`config.mk`:
```
export PLATFORM = sky130hd
export DESIGN_NAME = ppss_top
export DESIGN_NICKNAME = d
export VERILOG_FILES = /design/src/design/ppss_pkg.sv /design/src/design/ppss_deb_if.sv /design/src/design/ppss_debounce.sv /design/src/design/ppss_top.sv
export SDC_FILE = /design/constraint.sdc
export NUM_CORES = 1
export LEC_CHECK = 0
export BUFFER_PORTS_ARGS = -buffer_cell sky130_fd_sc_hd__buf_2
export CAP_MARGIN = 20
export CORE_MARGIN = 2
export CORE_UTILIZATION = 60
export CTS_CLUSTER_DIAMETER = 150
export DETAILED_ROUTE_END_ITERATION = 10
export GPL_ROUTABILITY_DRIVEN = 0
export PLACE_DENSITY = 0.8
export SETUP_SLACK_MARGIN = 0.02
export SYNTH_ARGS = -nofsm -noshare
export SYNTH_HDL_FRONTEND = slang
export SYNTH_HIERARCHICAL = 1
export SYNTH_SLANG_ARGS = --single-unit
```
`constraint.sdc`:
```
create_clock -name clock -period 4.65 [get_ports clock]
set_input_delay 0.465 -clock clock [delete_from_list [all_inputs] [get_ports clock]]
set_output_delay 0.465 -clock clock [all_outputs]
set_load 0.01 [all_outputs]
```
`src/design/ppss_pkg.sv`:
```
// package: constants and types of the platform power state signalling block
package ppss_pkg;

   // timing figures as printed and derived cycle counts at 200 MHz
   localparam int unsigned CLK_MHZ          = 200;
   localparam int unsigned RSM_HOLD_MS      = 5;
   localparam int unsigned DEBOUNCE_MS      = 16;
   localparam int unsigned HOT_HOLD_US      = 500;
   localparam int unsigned RSM_HOLD_CYC     = RSM_HOLD_MS * 1000 * CLK_MHZ;
   localparam int unsigned DEBOUNCE_CYC     = DEBOUNCE_MS * 1000 * CLK_MHZ;
   localparam int unsigned HOT_HOLD_CYC     = HOT_HOLD_US * CLK_MHZ;
   localparam int unsigned CNT_W            = 24;
   localparam int unsigned SEQ_STEP_CYC     = 16;

   // default three-bit power mode codes
   localparam logic [2:0]  PM_OFF_DEF       = 3'h0;
   localparam logic [2:0]  PM_COLD_DEF      = 3'h1;
   localparam logic [2:0]  PM_WARM_DEF      = 3'h2;
   localparam logic [2:0]  PM_RUN_DEF       = 3'h3;
   localparam logic [2:0]  PM_SLEEP_DEF     = 3'h4;

   // reset values
   localparam logic [CNT_W-1:0] CNT_RST     = 24'h000000;
   localparam logic [3:0]  EVT_RST          = 4'h0;

   // event bit positions
   localparam int unsigned EV_TEMP          = 0;
   localparam int unsigned EV_UNDER         = 1;
   localparam int unsigned EV_OVER          = 2;
   localparam int unsigned EV_BUTTON        = 3;

   typedef enum logic [3:0] {
      PPSS_OFF,
      PPSS_S45,
      PPSS_S3,
      PPSS_RUN_UP,
      PPSS_S0,
      PPSS_WARN,
      PPSS_WARM,
      PPSS_TRIP
   } ppss_state_t;

endpackage

```
`src/design/ppss_deb_if.sv`:
```
// interface: one debounced active-low input toward the sequencer
`timescale 1ns/1ps
interface ppss_deb_if;
   logic enable;
   logic event_pulse;
   modport filt (input enable, output event_pulse);
   modport user (output enable, input event_pulse);
endinterface

```
`src/design/ppss_debounce.sv`:
```
// module: synchroniser and low-period debounce with release event
`timescale 1ns/1ps
module ppss_debounce
   import ppss_pkg::*;
#(
   parameter int unsigned LOW_CYC = DEBOUNCE_CYC
) (
   // clock and reset
   input  wire logic clock,
   input  wire logic sys_rst,
   // pin and carrier
   input  wire logic pin_n,
   ppss_deb_if.filt  dif
);
   typedef struct packed {
      logic             s1;
      logic             s2;
      logic             armed;
      logic [CNT_W-1:0] cnt;
      logic             pulse;
   } ppss_deb_t;

   ppss_deb_t st_ff;
   ppss_deb_t nxt_st;

   always_comb begin
      nxt_st       = st_ff;
      nxt_st.s1    = pin_n;
      nxt_st.s2    = st_ff.s1;
      nxt_st.pulse = 1'b0;
      if (!dif.enable) begin
         nxt_st.cnt   = CNT_RST;
         nxt_st.armed = 1'b0;
      end else if (!st_ff.s2) begin
         // count the low period, saturating once long enough
         if (st_ff.cnt >= LOW_CYC[CNT_W-1:0] - 1'b1) begin
            nxt_st.armed = 1'b1;
         end else begin
            nxt_st.cnt = st_ff.cnt + 1'b1;
         end
      end else begin
         // short lows are dropped: only a long low then high counts
         nxt_st.pulse = st_ff.armed;
         nxt_st.armed = 1'b0;
         nxt_st.cnt   = CNT_RST;
      end
   end

   always_ff @(posedge clock or posedge sys_rst) begin
      if (sys_rst) begin
         st_ff <= '{s1: 1'b1, s2: 1'b1, armed: 1'b0, cnt: CNT_RST, pulse: 1'b0};
      end else begin
         st_ff <= nxt_st;
      end
   end

   assign dif.event_pulse = st_ff.pulse;
endmodule

```
`src/design/ppss_top.sv`:
```
// module: platform power state and reset signalling sequencer
`timescale 1ns/1ps
module ppss_top
   import ppss_pkg::*;
#(
   parameter logic [2:0]  PM_OFF   = PM_OFF_DEF,
   parameter logic [2:0]  PM_COLD  = PM_COLD_DEF,
   parameter logic [2:0]  PM_WARM  = PM_WARM_DEF,
   parameter logic [2:0]  PM_RUN   = PM_RUN_DEF,
   parameter logic [2:0]  PM_SLEEP = PM_SLEEP_DEF,
   parameter int unsigned RSM_CYC  = RSM_HOLD_CYC,
   parameter int unsigned DEB_CYC  = DEBOUNCE_CYC,
   parameter int unsigned HOT_CYC  = HOT_HOLD_CYC
) (
   // clock and reset
   input  wire logic       clock,
   input  wire logic       sys_rst,
   // configuration straps and internal status
   input  wire logic       hub_variant_third_party,
   input  wire logic       push_button_enable,
   input  wire logic       resume_supplies_valid,
   input  wire logic       main_supplies_stable,
   input  wire logic       hub_supplies_stable,
   input  wire logic       junction_hot,
   input  wire logic       over_temp_evt,
   input  wire logic       under_volt_evt,
   input  wire logic       over_volt_evt,
   input  wire logic [3:0] irq_mask,
   input  wire logic [3:0] irq_clear,
   // platform pins in
   input  wire logic       power_button_n,
   input  wire logic       wake_n,
   input  wire logic       reset_in_n,
   input  wire logic       sleep_type_select,
   input  wire logic       sleep_ready_n,
   input  wire logic       reset_ready_n,
   input  wire logic       hub_power_ok_enable,
   input  wire logic       thermal_trip_n,
   input  wire logic [6:0] voltage_code,
   input  wire logic [1:0] voltage_code_domain_select,
   // platform pins out
   output logic            processor_reset_n,
   output logic            supplies_good,
   output logic            resume_domain_reset_n,
   output logic            reset_warning,
   output logic            irq_n_out,
   output logic            irq_n_oe,
   output logic            processor_hot_n_out,
   output logic            processor_hot_n_oe,
   output logic [2:0]      power_mode_bus,
   output logic            memory_io_switch_ctrl,
   output logic            hub_plane_a_reset_n,
   output logic            hub_plane_b_reset_n,
   output logic            hub_plane_c_reset_n,
   output logic            hub_plane_b_sleep_n,
   output logic            hub_plane_c_sleep_n,
   output logic            hub_supplies_good,
   // status toward the supply logic
   output logic            platform_power_on,
   output logic [3:0]      irq_status,
   output logic [6:0]      core_voltage_code,
   output logic [6:0]      graphics_voltage_code
);

   ////////////////////////////////////////////////////////////////////////
   // input synchronisers
   localparam int unsigned NSYNC = 15;

   logic [NSYNC-1:0] raw_in;
   logic [NSYNC-1:0] sync1_ff;
   logic [NSYNC-1:0] sync2_ff;

   assign raw_in = {voltage_code_domain_select, voltage_code, sleep_type_select, sleep_ready_n,
                    reset_ready_n, hub_power_ok_enable, thermal_trip_n, power_button_n};

   genvar gi;
   generate
      for (gi = 0; gi < NSYNC; gi++) begin : g_sync
         always_ff @(posedge clock or posedge sys_rst) begin
            if (sys_rst) begin
               sync1_ff[gi] <= 1'b1;
               sync2_ff[gi] <= 1'b1;
            end else begin
               sync1_ff[gi] <= raw_in[gi];
               sync2_ff[gi] <= sync1_ff[gi];
            end
         end
      end
   endgenerate

   logic       pbtn_s;
   logic       trip_n_s;
   logic       pok_en_s;
   logic       rst_rdy_n_s;
   logic       slp_rdy_n_s;
   logic       slp_type_s;
   logic [6:0] vcode_s;
   logic [1:0] vsel_s;

   // active-low pins kept as sampled, except the power button, which is inverted into pbtn_s
   assign pbtn_s      = ~sync2_ff[0];
   assign trip_n_s    = sync2_ff[1];
   assign pok_en_s    = sync2_ff[2];
   assign rst_rdy_n_s = sync2_ff[3];
   assign slp_rdy_n_s = sync2_ff[4];
   assign slp_type_s  = sync2_ff[5];
   assign vcode_s     = sync2_ff[12:6];
   assign vsel_s      = sync2_ff[14:13];

   ////////////////////////////////////////////////////////////////////////
   // debounced wake and warm reset
   ppss_deb_if wake_if ();
   ppss_deb_if rin_if ();

   ppss_debounce #(.LOW_CYC(DEB_CYC)) u_wake_deb (
      .clock   (clock),
      .sys_rst (sys_rst),
      .pin_n   (wake_n),
      .dif     (wake_if.filt)
   );

   ppss_debounce #(.LOW_CYC(DEB_CYC)) u_rin_deb (
      .clock   (clock),
      .sys_rst (sys_rst),
      .pin_n   (reset_in_n),
      .dif     (rin_if.filt)
   );

   ////////////////////////////////////////////////////////////////////////
   // state and registered outputs
   typedef struct packed {
      ppss_state_t      state;
      logic [CNT_W-1:0] rsm_cnt;
      logic             rsm_rel;
      logic [CNT_W-1:0] step_cnt;
      logic [CNT_W-1:0] hot_cnt;
      logic             hot;
      logic [3:0]       pend;
      logic             pbtn_d;
      logic             slp_rdy_d;
      logic             warn_req;
      logic [6:0]       core_v;
      logic [6:0]       gfx_v;
   } ppss_top_t;

   ppss_top_t st_ff;
   ppss_top_t nxt_st;

   function automatic logic in_sleep(input ppss_state_t s);
      in_sleep = (s == PPSS_OFF) || (s == PPSS_S45) || (s == PPSS_S3) || (s == PPSS_TRIP);
   endfunction

   logic       pbtn_evt;
   logic [3:0] evt_new;

   assign wake_if.enable = (st_ff.state == PPSS_S3) || (st_ff.state == PPSS_S45);
   assign rin_if.enable  = (st_ff.state == PPSS_S0);
   assign pbtn_evt       = pbtn_s && !st_ff.pbtn_d;
   assign evt_new[EV_TEMP]   = over_temp_evt;
   assign evt_new[EV_UNDER]  = under_volt_evt;
   assign evt_new[EV_OVER]   = over_volt_evt;
   assign evt_new[EV_BUTTON] = pbtn_evt && push_button_enable &&
                               ((st_ff.state == PPSS_S0) || (st_ff.state == PPSS_S3));

   always_comb begin
      nxt_st           = st_ff;
      nxt_st.pbtn_d    = pbtn_s;
      nxt_st.slp_rdy_d = slp_rdy_n_s;
      // set wins over a clear in the same cycle
      nxt_st.pend = (st_ff.pend & ~irq_clear) | evt_new;
      // voltage code latched per selected domain
      if (vsel_s[0]) begin
         nxt_st.core_v = vcode_s;
      end
      if (vsel_s[1]) begin
         nxt_st.gfx_v = vcode_s;
      end
      // processor hot with minimum low time
      if (junction_hot) begin
         nxt_st.hot     = 1'b1;
         nxt_st.hot_cnt = CNT_RST;
      end else if (st_ff.hot) begin
         if (st_ff.hot_cnt >= HOT_CYC[CNT_W-1:0] - 1'b1) begin
            nxt_st.hot = 1'b0;
         end else begin
            nxt_st.hot_cnt = st_ff.hot_cnt + 1'b1;
         end
      end
      // resume reset release after supplies valid long enough
      if (!resume_supplies_valid) begin
         nxt_st.rsm_cnt = CNT_RST;
         nxt_st.rsm_rel = 1'b0;
      end else if (st_ff.rsm_cnt >= RSM_CYC[CNT_W-1:0] - 1'b1) begin
         nxt_st.rsm_rel = 1'b1;
      end else begin
         nxt_st.rsm_cnt = st_ff.rsm_cnt + 1'b1;
      end
      if ((pbtn_evt && st_ff.state == PPSS_S0) || over_temp_evt) begin
         nxt_st.warn_req = 1'b1;
      end
      nxt_st.step_cnt = CNT_RST;
      case (st_ff.state)
         PPSS_OFF: begin
            if (st_ff.rsm_rel) begin
               nxt_st.state = PPSS_S45;
            end
         end
         PPSS_S45, PPSS_S3: begin
            // wake or a button press starts the run-up
            if (wake_if.event_pulse || pbtn_evt) begin
               nxt_st.state = PPSS_RUN_UP;
            end else if (st_ff.state == PPSS_S45 && slp_type_s) begin
               nxt_st.state = PPSS_S45;
            end
         end
         PPSS_RUN_UP: begin
            nxt_st.step_cnt = st_ff.step_cnt + 1'b1;
            if (main_supplies_stable && (!hub_variant_third_party || pok_en_s) &&
                st_ff.step_cnt >= SEQ_STEP_CYC[CNT_W-1:0]) begin
               nxt_st.state    = PPSS_S0;
               nxt_st.warn_req = 1'b0;
            end
         end
         PPSS_S0: begin
            if (rin_if.event_pulse) begin
               nxt_st.state = PPSS_WARM;
            end else if (st_ff.warn_req || (slp_rdy_n_s && !st_ff.slp_rdy_d)) begin
               // deasserted sleep ready alone leaves the state at PPSS_S0; only warn_req moves to PPSS_WARN
               nxt_st.state = st_ff.warn_req ? PPSS_WARN : PPSS_S0;
            end
         end
         PPSS_WARN: begin
            if (!rst_rdy_n_s) begin
               nxt_st.warn_req = 1'b0;
               nxt_st.state    = slp_type_s ? PPSS_S3 : PPSS_S45;
            end
         end
         PPSS_WARM: begin
            nxt_st.step_cnt = st_ff.step_cnt + 1'b1;
            if (st_ff.step_cnt >= SEQ_STEP_CYC[CNT_W-1:0]) begin
               nxt_st.state = PPSS_S0;
            end
         end
         PPSS_TRIP: begin
            // latched until full reset: no return from a catastrophic trip
            nxt_st.state = PPSS_TRIP;
         end
         default: begin
            nxt_st.state = PPSS_OFF;
         end
      endcase
      if (!trip_n_s) begin
         nxt_st.state = PPSS_TRIP;
      end
   end

   always_ff @(posedge clock or posedge sys_rst) begin
      if (sys_rst) begin
         st_ff <= '{state: PPSS_OFF, rsm_cnt: CNT_RST, rsm_rel: 1'b0, step_cnt: CNT_RST,
                    hot_cnt: CNT_RST, hot: 1'b0, pend: EVT_RST, pbtn_d: 1'b0,
                    slp_rdy_d: 1'b1, warn_req: 1'b0, core_v: 7'h00, gfx_v: 7'h00};
      end else begin
         st_ff <= nxt_st;
      end
   end

   ////////////////////////////////////////////////////////////////////////
   // output decode
   logic s0_like;
   logic hub_s3_up;

   assign s0_like   = (st_ff.state == PPSS_S0) || (st_ff.state == PPSS_WARN) ||
                      (st_ff.state == PPSS_WARM);
   assign hub_s3_up = !in_sleep(st_ff.state) || (st_ff.state == PPSS_S3);

   assign processor_reset_n     = s0_like && (st_ff.state != PPSS_WARM);
   assign supplies_good         = s0_like;
   assign resume_domain_reset_n = st_ff.rsm_rel && (st_ff.state != PPSS_TRIP);
   assign reset_warning         = (st_ff.state == PPSS_WARN);
   assign irq_status            = st_ff.pend;
   assign irq_n_out             = 1'b0;
   assign irq_n_oe              = |(st_ff.pend & ~irq_mask);
   assign processor_hot_n_out   = 1'b0;
   assign processor_hot_n_oe    = st_ff.hot;
   assign memory_io_switch_ctrl = s0_like || (st_ff.state == PPSS_RUN_UP);
   assign hub_plane_a_reset_n   = (st_ff.state != PPSS_OFF) && (st_ff.state != PPSS_TRIP);
   assign hub_plane_b_reset_n   = hub_s3_up;
   assign hub_plane_c_reset_n   = s0_like;
   assign hub_plane_b_sleep_n   = hub_s3_up;
   assign hub_plane_c_sleep_n   = s0_like || (st_ff.state == PPSS_RUN_UP);
   assign hub_supplies_good     = s0_like && hub_supplies_stable;
   assign platform_power_on     = (st_ff.state != PPSS_TRIP) && (st_ff.state != PPSS_OFF);
   assign core_voltage_code     = st_ff.core_v;
   assign graphics_voltage_code = st_ff.gfx_v;

   always_comb begin
      case (st_ff.state)
         PPSS_RUN_UP: power_mode_bus = PM_COLD;
         PPSS_WARM:   power_mode_bus = PM_WARM;
         PPSS_S0,
         PPSS_WARN:   power_mode_bus = PM_RUN;
         PPSS_S3:     power_mode_bus = PM_SLEEP;
         default:     power_mode_bus = PM_OFF;
      endcase
   end

endmodule

```
; Yosys cells after proc, flatten, opt, wreduce, memory -nomap -nowiden
; Index checks and enable logic that the tools add are counted.
; Widths: inputs -> output; s select.
[totals]
input_bits = 36
elab_cells = 165
ff_bits = 185
out_inout_bits = 37
[op_classes]
n_mux = 37
n_lt_le_gt_ge = 5
n_reduce_logical = 38
bitwise_logic = 6
n_eq_ne = 22
add_sub_neg = 5
[ops]
columns = cell, n
row1 = $mux 25, 7
row2 = $add 24x1->24 const B, 5
row3 = $mux 24, 5
row4 = $ge 24x22->1 const B, 2
row5 = $mux 4, 9
row6 = $pmux 4 s7, 1
row7 = $ge 24x17->1 const B, 1
row8 = $ge 24x20->1 const B, 1
row9 = $ge 24x5->1 const B, 1
row10 = $ne 3x3->1 const B, 8
row11 = $eq 4x3->1 const B, 4
row12 = $logic_or 1x1->1, 13
row13 = $logic_and 1x1->1, 12
row14 = $mux 1, 12
row15 = $pmux 3 s4, 1
row16 = $and 4x4->4, 2
row17 = $eq 4x2->1 const B, 2
row18 = $ne 4x3->1 const B, 2
row19 = $ne 4x4->1 const B, 2
row20 = $not 4->4, 2
row21 = $reduce_and 6->1, 1
row22 = $reduce_or 2->1, 3
row23 = $eq 4x1->1 const B, 1
row24 = $logic_not 1->1, 4
row25 = 11 further kinds, 12

; Longest topological paths before layout
; Gate-level depths: netlist of run 1.
[depth]
word_depth = 7
mapped_depth = 9
ltp_nobuf = 6

; Hierarchy
; Netlist of run 1, hierarchy kept.
[modules_own_cells]
columns = module, instances, area_per_inst_um2, cells_each
row1 = ppss_top, 1, 5811.8, 534
row2 = ppss_debounce, 2, 1473.9, 154

; Least setup slack after synthesis of run 1
; No wires, ideal clock.
[synth_path]
path_kind = register to register
startpoint = register u_rin_deb/st_ff[18] (netlist name)
endpoint = register u_rin_deb/st_ff[7] (netlist name)
path_stages_with_launch = 9
setup_slack_ns = 2.118
t_required_ns = 4.572
arrival_time_ns = 2.454
setup_ns = 0.078
n_path_buf = 3
cell_sequence = dfrtp_1 or4_1 a311o_1 buf_6 or2_1 buf_6 buf_6 or4_1 a21oi_1
[synth_via]
elab_chain_cells = 2
[synth_rtl]
columns = item, line_no
row1 = "start, declared", ppss_debounce.sv:23  ; ppss_deb_t st_ff;
row2 = "start signal, assigned", ppss_debounce.sv:51  ; st_ff <= '{s1: 1'b1, s2: 1'b1, armed: 1'b0, cnt: CNT_RST, pulse: 1'b0};
row3 = "start signal, assigned", ppss_debounce.sv:53  ; st_ff <= nxt_st;
row4 = $ge 24x22->1, ppss_debounce.sv:36  ; if (st_ff.cnt >= LOW_CYC[CNT_W-1:0] - 1'b1) begin
row5 = $ne 3x3->1 (no source line), n/a
; No other way between the ends.
; A chain may end at the register's enable or synchronous reset.

; Worst setup path in the final report of run 1
[layout_path]
startpoint = register u_wake_deb/st_ff[17] (netlist name)
endpoint = register u_wake_deb/st_ff[17] (netlist name)
[layout_via]
elab_chain_cells = 4
word_cells_on_any_way = 6
classes_between = 1 x add/sub / 1 x order compare / 1 x eq/ne / 3 x mux
[layout_rtl]
columns = item, line_no
row1 = "start, declared", ppss_debounce.sv:23
row2 = "start signal, assigned", ppss_debounce.sv:51
row3 = "start signal, assigned", ppss_debounce.sv:53
row4 = $add 24x1->24, ppss_debounce.sv:39  ; nxt_st.cnt = st_ff.cnt + 1'b1;
row5 = $mux 24, ppss_debounce.sv:36
row6 = $mux 25, ppss_debounce.sv:34  ; end else if (!st_ff.s2) begin
row7 = $mux 25, ppss_debounce.sv:31  ; if (!dif.enable) begin
; Several ways; a longest one is shown, not always the timed one. The select of a mux whose other input is x is not followed.

==> results of run 1 <==
-- stage by stage --
step / hold slack (ns) / utilization / worst slack (ns)
after floorplan: 0.3452 / - / 0.8237
after global placement: 0.3455 / 0.6212 / 1.984
after detailed placement: 0.3468 / 0.6212 / 1.915
after CTS: 0.1142 / 0.6623 / 1.855
after global routing: 0.0002781 / 0.6654 / 1.754
final: 0.003270 / 0.6654 / 1.844
-- report_power, final --
part           internal [W]  switching (W)
clock              0.000806       0.000632
combinational     0.0000448      0.0000685
sequential          0.00165      0.0000200
-- critical path, stage by stage, from the launching register on --
cell and delay, ns:
sky130_fd_sc_hd__dfrtp_1 0.41, sky130_fd_sc_hd__or4_1 0.52, sky130_fd_sc_hd__a311o_1 0.46, sky130_fd_sc_hd__or2_1 0.50, sky130_fd_sc_hd__or4_1 0.60, sky130_fd_sc_hd__a21oi_1 0.20
-- worst paths after layout --
check | from | to | slack [ns] | cells after the start
min in group clock | voltage_code[0] | sync1_ff[6] | 0.13 | 1
min reg2reg | sync1_ff[1] | trip_n_s | 0.35 | 0
max reg2reg | u_wake_deb/st_ff[17] | u_wake_deb/st_ff[17] | 1.84 | 5
max in group asynchronous | sys_rst | sync1_ff[11] | 3.57 | 3
min | sys_rst | u_wake_deb/st_ff[21] | 0.003 | 2
max | u_wake_deb/st_ff[17] | u_wake_deb/st_ff[17] | 1.84 | 5
-- cell usage in the layout (no fill, tap or decap), types with 4 or more instances in the layout --
cell	count
sky130_fd_sc_hd__a21oi_1	38
sky130_fd_sc_hd__a21oi_2	6
sky130_fd_sc_hd__a31oi_1	4
sky130_fd_sc_hd__and2_1	14
sky130_fd_sc_hd__and3_1	23
sky130_fd_sc_hd__and4_1	18
sky130_fd_sc_hd__buf_2	70
sky130_fd_sc_hd__clkbuf_16	17
sky130_fd_sc_hd__dfrtp_1	149
sky130_fd_sc_hd__dfstp_2	35
sky130_fd_sc_hd__ha_1	6
sky130_fd_sc_hd__inv_1	24
sky130_fd_sc_hd__inv_6	5
sky130_fd_sc_hd__mux2_2	14
sky130_fd_sc_hd__nand2_1	40
sky130_fd_sc_hd__nand2b_1	7
sky130_fd_sc_hd__nand3_1	37
sky130_fd_sc_hd__nand4_1	27
sky130_fd_sc_hd__nor2_1	78
sky130_fd_sc_hd__nor2b_1	16
sky130_fd_sc_hd__nor3_1	16
sky130_fd_sc_hd__nor4_1	20
sky130_fd_sc_hd__nor4b_1	4
sky130_fd_sc_hd__o21a_1	6
sky130_fd_sc_hd__o21ai_0	12
sky130_fd_sc_hd__o21ai_1	10
sky130_fd_sc_hd__o31ai_1	21
sky130_fd_sc_hd__o41ai_1	4
sky130_fd_sc_hd__or3_1	16
sky130_fd_sc_hd__or4_1	29
sky130_fd_sc_hd__xnor2_1	25
sky130_fd_sc_hd__xor2_1	24
-- area by class of cell --
cell class	instances	area [µm²]	share of cell area
diodes	1	2.502	0.0002607
flip-flops and latches	184	4648	0.4843
well taps	184	230.2	0.02399
clock inverters	14	163.9	0.01708
repair buffers	74	407.9	0.04250
inverters	25	96.34	0.01004
multi-input cells	568	3620	0.3771
clock buffers	18	429.2	0.04471
-- registers in the layout, indices dropped and copies added (netlist names), 4 cells and up --
name                   cells
sync1_ff                  15
st_ff                     79
u_wake_deb/st_ff          26
graphics_voltage_code      7
core_voltage_code          7
sync2_ff                  10
u_rin_deb/st_ff           26
irq_status                 4
-- metal layers --
layer	GRT usage	vias up	part of all wire
li1	-	3095	-
met1	0.3101	3132	0.46
met2	0.3542	144	0.49
met3	0.04338	29	0.036
met4	0.08170	0	0.020
met5	0	-	0
-- synthesized netlist by cell type, drive strengths merged (3+ instances only) --
cell	n
o22ai	3
nor4	20
a21o	3
ha	6
o21a	6
or4	29
xnor2	25
a21oi	44
mux2	15
o21ai	22
nor2b	16
nand2	40
nor4b	4
nor2	78
a21boi	3
and4	18
a31oi	4
and2	14
inv	25
a221o	3
o31ai	21
xor2	24
nor3	16
o41ai	4
nand3	38
or3	16
o2111ai	3
nand2b	7
clkbuf	34
buf	32
dfrtp	149
nand4	27
o311ai	3
o211ai	4
dfstp	35
and3	23
-- logic make-up after synthesis --
family / Yosys count / share of synthesized area
AO/OA/AOI/OAI: 141 / 0.1094
XOR/XNOR: 49 / 0.04899
adder cells (fa/ha/maj): 6 / 0.008570
buffers and inverters: 91 / 0.05656
flip-flops: 184 / 0.5306
multiplexers: 16 / 0.02043
other: 1 / 0.0004281
AND/OR/NAND/NOR: 354 / 0.2250
==> out/summary.log, run 1 <==
INFO  placed_design  post_place_cell_area=8960µm²
INFO  grt            number_of_global_route_vias_before_repair=6111
INFO  pwr            irDropWorstVdd=310.4µV
INFO  sta            slew_viol_final=0
INFO  cts            cts.sink_count=184
INFO  cts            cts.path.max_buffers=2
INFO  sta            finalCritPeriodShare=0.6035
INFO  detailed_routing routed_via_density=5.993
INFO  floorplanning  design.core.area=14420µm²
INFO  setup_path     kind_of_end_point_of_the_critical_path=flop
INFO  status         run_status=complete, no violations
INFO  placed_design  dpl.hpwl=11.15mm
INFO  sta            max-slew-margin-rel=0.3314
INFO  grt            globalRouteOverflowTotal=0
INFO  final_layout   final-instance-count-excl-fill=1068
INFO  sta            timing_hold_violations_final=0
INFO  sta            fmaxAchievable=356.4MHz
INFO  final_layout   layout.nets=912
INFO  setup_path     path_class=flop to flop
INFO  sta            rsz0062_at_grt=no
INFO  pwr            pwr_density_cell=335.3nW/µm²
INFO  synth          ys_seq_area_frac=0.5306
INFO  final_layout   final.fill_count=1115
INFO  detailed_routing vias=6400
INFO  synth          syn-cell-area=8760µm²
INFO  cts            clk_root_buffer_cell=sky130_fd_sc_hd__clkbuf_16
INFO  flow_run       cap_violations=0
INFO  hold_path      hold_path_class=input port to async pin
INFO  detailed_routing drt_iter0_drc=398
INFO  pwr            cellLeakagePower=4.076nW
INFO  grt            grt.total_usage=0.2236
INFO  placed_design  numPortBuffers=70
INFO  cts            tritoncts=built
INFO  sta            clock-skew-final=0.007100ns
INFO  cts            htreeDepth=4
INFO  setup_path     critPathMaxFanout=24
INFO  grt            largest_net_degree_at_the_start_of_global_routing=49
INFO  synth          number_of_flops_mapped_to_enable_cells_by_yosys=0
INFO  synth          ys_async_sr_fraction=1.000
INFO  final_layout   flow.area_growth_from_synthesis=9.570%
INFO  cts            worstSkewPairLatency=0.43ns
INFO  detailed_routing detail_route.wirelength=16.75mm
INFO  sta            timing.setup.tns=0ns
INFO  cts            cts_hold_repair.buffers=0
INFO  floorplanning  floorplan.initialDensity=0.6073
INFO  synth          synth-warning-count=6
INFO  pwr            power.total=0.003218W
INFO  floorplanning  chipWidth=124.8µm
INFO  final_layout   final_design_area_no_fill=9598µm²
INFO  sta            finalWorstPathRequiredPeriod=2.806ns
INFO  sta            worst_slew_pin_slew=1.001ns
INFO  setup_path     critPathRequiredTime=4.97ns
INFO  floorplanning  rows=44
INFO  sta            timing.final.setup_violations=0
INFO  cts            resized_gates_after_cts=0
INFO  grt            grt_antenna_before_repair=1
INFO  synth          ys_seq_elements=184
INFO  synth          synth_top_cell_area_share=0.4257
INFO  synth          synth_top_area_cell=sky130_fd_sc_hd__dfrtp_1
INFO  synth          synthTopCellsByArea=sky130_fd_sc_hd__dfrtp_1, sky130_fd_sc_hd__dfstp_2, sky130_fd_sc_hd__nor2_1, sky130_fd_sc_hd__xnor2_1, sky130_fd_sc_hd__or4_1
INFO  detailed_routing drt_antenna_net_count=0
INFO  grt            grt_first_pass_wirelength=28.85mm
INFO  synth          postSynthCellCount=842
INFO  setup_path     start_kind=flop
INFO  cts            clkTransAtPathRegs=0.06ns
INFO  floorplanning  floorplan.die_area=15580µm²
INFO  floorplanning  pin_count=73
INFO  cts            post_cts_buffers=0
INFO  floorplanning  die_height=124.8µm
INFO  cts            cts-buffers-inserted=17
INFO  detailed_routing drcViolationCount=0
INFO  detailed_routing drt_first_pass_iters=5
INFO  setup_path     worstPathArrival=3.13ns
INFO  synth          syn-mean-instance-area=10.40µm²
INFO  synth          synth_flop_cell=sky130_fd_sc_hd__dfrtp_1
INFO  synth          ys_types=61
INFO  placed_design  placed_cells_incl_taps=1033
INFO  detailed_routing avgRoutedWirePerCell=15.69µm
INFO  final_layout   drive_gt1_frac=0.1857
Power figures use the tool's default switching activity.
==> inputs of run 2 (changes only) <==
CORE_UTILIZATION = 54   (was 60)
PLACE_DENSITY = 0.76   (was 0.8)
clock period = 2.5 ns   (was 4.65 ns; I/O delays follow)
==> run 2 against run 1 <==
Compared with the run above:
- final area up 4.8%
- wire length up 5.6%
- first-iteration DRC count up 6.5%
- worst setup slack worse by 1.8 ns
- register-to-register slack worse by 1.8 ns
- largest power group unchanged
- total power up 88%
- clock power up 88%
- fmax up 16%
- sequential power up 86%
- via count up 3.3%
- count of clock-buffer cells in the layout down 1
- sequential share of layout area down 2.2 points
- critical endpoint is now u_wake_deb/st_ff[21]
==> out/summary.log, run 2 (synthesis gave the netlist of run 1 again) <==
INFO  status         run_status=complete, no violations
INFO  floorplanning  design.core.area=15890µm²
INFO  cts            clk_root_buffer_cell=sky130_fd_sc_hd__clkbuf_16
INFO  grt            grt.total_usage=0.2085
INFO  final_layout   top_register=st_ff
INFO  detailed_routing vias=6611
INFO  grt            globalRouteOverflowTotal=0
INFO  setup_path     start_kind=flop
INFO  setup_path     crit_path_cell_trace=or4_1, a311o_1, buf_4, or3_4, or4_1, nand2_1
INFO  floorplanning  pin_count=73
INFO  cts            cts-buffers-inserted=17
INFO  floorplanning  chipWidth=131.4µm
INFO  detailed_routing avgRoutedWirePerCell=15.50µm
INFO  final_layout   flow.area_growth_from_synthesis=14.88%
INFO  sta            finalWorstPathRequiredPeriod=2.416ns
INFO  setup_path     critical_path.most_common_cell=sky130_fd_sc_hd__or4_1
INFO  sta            slew_viol_final=0
INFO  sta            timing.setup.tns=0ns
INFO  sta            timing.final.setup_violations=0
INFO  cts            cts.path.max_buffers=2
INFO  sta            worst_slew_pin_slew=0.8883ns
INFO  placed_design  dpl.hpwl=11.62mm
INFO  sta            timing_hold_violations_final=0
INFO  floorplanning  die_height=131.4µm
INFO  final_layout   final.fill_count=1277
INFO  detailed_routing detail_route.wirelength=17.68mm
INFO  floorplanning  floorplan.die_area=17260µm²
INFO  setup_path     critPathRequiredTime=2.87ns
INFO  detailed_routing drt_iter0_drc=424
INFO  final_layout   drive_gt1_frac=0.2065
INFO  final_layout   most-common-layout-cells=sky130_fd_sc_hd__dfrtp_1, sky130_fd_sc_hd__nor2_1, sky130_fd_sc_hd__buf_2
INFO  final_layout   final_common_cell=sky130_fd_sc_hd__dfrtp_1
INFO  sta            clock-skew-final=0.007994ns
INFO  grt            grt_antenna_before_repair=0
INFO  detailed_routing drcViolationCount=0
INFO  sta            rsz0062_at_grt=yes
INFO  cts            clkTransAtPathRegs=0.07ns
INFO  flow_run       cap_violations=0
INFO  grt            grt_first_pass_wirelength=29.55mm
INFO  final_layout   finish.utilization=0.6335
INFO  final_layout   reg.largest.list=st_ff x79, u_rin_deb/st_ff x26, u_wake_deb/st_ff x26
INFO  final_layout   antenna_cells_inserted=0
INFO  setup_path     critPathMaxFanout=8
INFO  setup_path     kind_of_end_point_of_the_critical_path=flop
INFO  floorplanning  rows=46
INFO  grt            largest_net_degree_at_the_start_of_global_routing=38
INFO  pwr            irDropWorstVdd=531.9µV
INFO  cts            cts.sink_count=184
INFO  setup_path     crit_buf_inv=1
INFO  setup_path     timing.critical_path.slowest_stage_cell=sky130_fd_sc_hd__or4_1
INFO  setup_path     path_class=flop to flop
INFO  floorplanning  floorplan.initialDensity=0.5514
INFO  cts            worstSkewPairLatency=0.43ns
INFO  detailed_routing drt_antenna_net_count=0
INFO  placed_design  numPortBuffers=70
INFO  final_layout   register_area=4648µm²
INFO  setup_path     timing.critical_path.max_delay_family=simple AND/OR/NAND/NOR gates
INFO  final_layout   multi_input_area=3640µm²
INFO  sta            fmaxAchievable=413.9MHz
INFO  grt            number_of_global_route_vias_before_repair=6199
INFO  pwr            pwr_density_cell=601.2nW/µm²
INFO  cts            tritoncts=built
INFO  detailed_routing routed_via_density=5.794
INFO  sta            max-slew-margin-rel=0.4065
INFO  pwr            cellLeakagePower=4.294nW
INFO  final_layout   largest_register_ff_count=79
INFO  setup_path     timing.critical_path.slowest_cell_delay=0.51ns
INFO  setup_path     worstPathArrival=2.79ns
INFO  cts            htreeDepth=4
INFO  hold_path      hold_path_class=input port to flop
INFO  sta            finalCritPeriodShare=0.9665
INFO  detailed_routing drt_first_pass_iters=5
INFO  final_layout   layout.nets=954
==> run 2: changes by cell type in the layout (fill, tap and decap cells not counted), sizes merged <==
cell,before,now
inv,31,30
diode,1,0
clkinvlp,3,2
buf,74,95
bufinv,2,1
clkinv,3,7
dlygate4sd3,0,21
clkbuf,18,17
==> run 2: routing by layer <==
layer,vias up,share of wire,track usage
met5,-,0,0
met4,0,0.014,0.06582
met3,26,0.031,0.03704
met2,133,0.48,0.3360
met1,3273,0.47,0.2898
li1,3179,-,-
==> run 2: what timing repair did <==
| action | in CTS | in global routing |
|---|---|---|
| hold buffers | 21 | 0 |
| resized for setup | 2 | 4 |
| gates cloned | 0 | 0 |
| setup endpoints to repair | 10 | 8 |
| pin swaps | 0 | 1 |
| setup buffers | 0 | 1 |
| endpoints found under the hold margin | 72 | 0 |
==> run 2: path summary, 6_finish.rpt <==
| path | cells past startpoint | slack, ns | start | endpoint |
|---|---|---|---|---|
| min in group asynchronous | 4 | 0.48 | sys_rst | u_wake_deb/st_ff[19] |
| max in group asynchronous | 4 | 1.23 | sys_rst | sync2_ff[10] |
| hold reg to reg | 0 | 0.36 | sync1_ff[2] | pok_en_s |
| setup / recovery | 6 | 0.08 | u_wake_deb/st_ff[17] | u_wake_deb/st_ff[21] |
| hold / removal | 2 | 0.03 | over_volt_evt | irq_status[2] |
| setup reg to reg | 6 | 0.08 | u_wake_deb/st_ff[17] | u_wake_deb/st_ff[21] |
==> run 2: layout make-up <==
type,count,share of cell area
tap,216,0.02686
inverter,25,0.009698
clock buffer,17,0.04227
multi-input combinational,568,0.3617
sequential,184,0.4619
timing repair buffer,116,0.07932
clock inverter,15,0.01828
==> run 2: worst reg2reg max path, delay by kind of cell (launching register included) <==
family / cells / cell delay, ns
AND/OR/NAND/NOR: 4 / 1.44
AO/OA/AOI/OAI: 1 / 0.37
buffers and inverters: 1 / 0.18
flip-flops: 1 / 0.38
==> run 2: power breakdown <==
part           switching [W]  internal [W]  leakage, nW
Combinational       0.000134      0.000111         1.62
Clock                0.00127       0.00144        0.294
Sequential         0.0000423       0.00306         2.38
Total                0.00144       0.00461         4.29
==> run 2: per-stage QoR <==
step	instance area, µm²	setup slack, ns	hold slack, ns	std cells	total power (W)
2_1_floorplan	8767	0.02306	0.2545	843	0.003306
3_3_place_gp	9216	0.05240	0.3460	1087	0.003373
3_5_place_dp	9216	-0.008874	0.3472	1087	0.003383
4_1_cts	10040	0.05710	0.01297	1140	0.006109
5_1_grt	10060	-0.01177	0.02806	1141	0.006276
6_report	10060	0.08368	0.02737	1141	0.006050
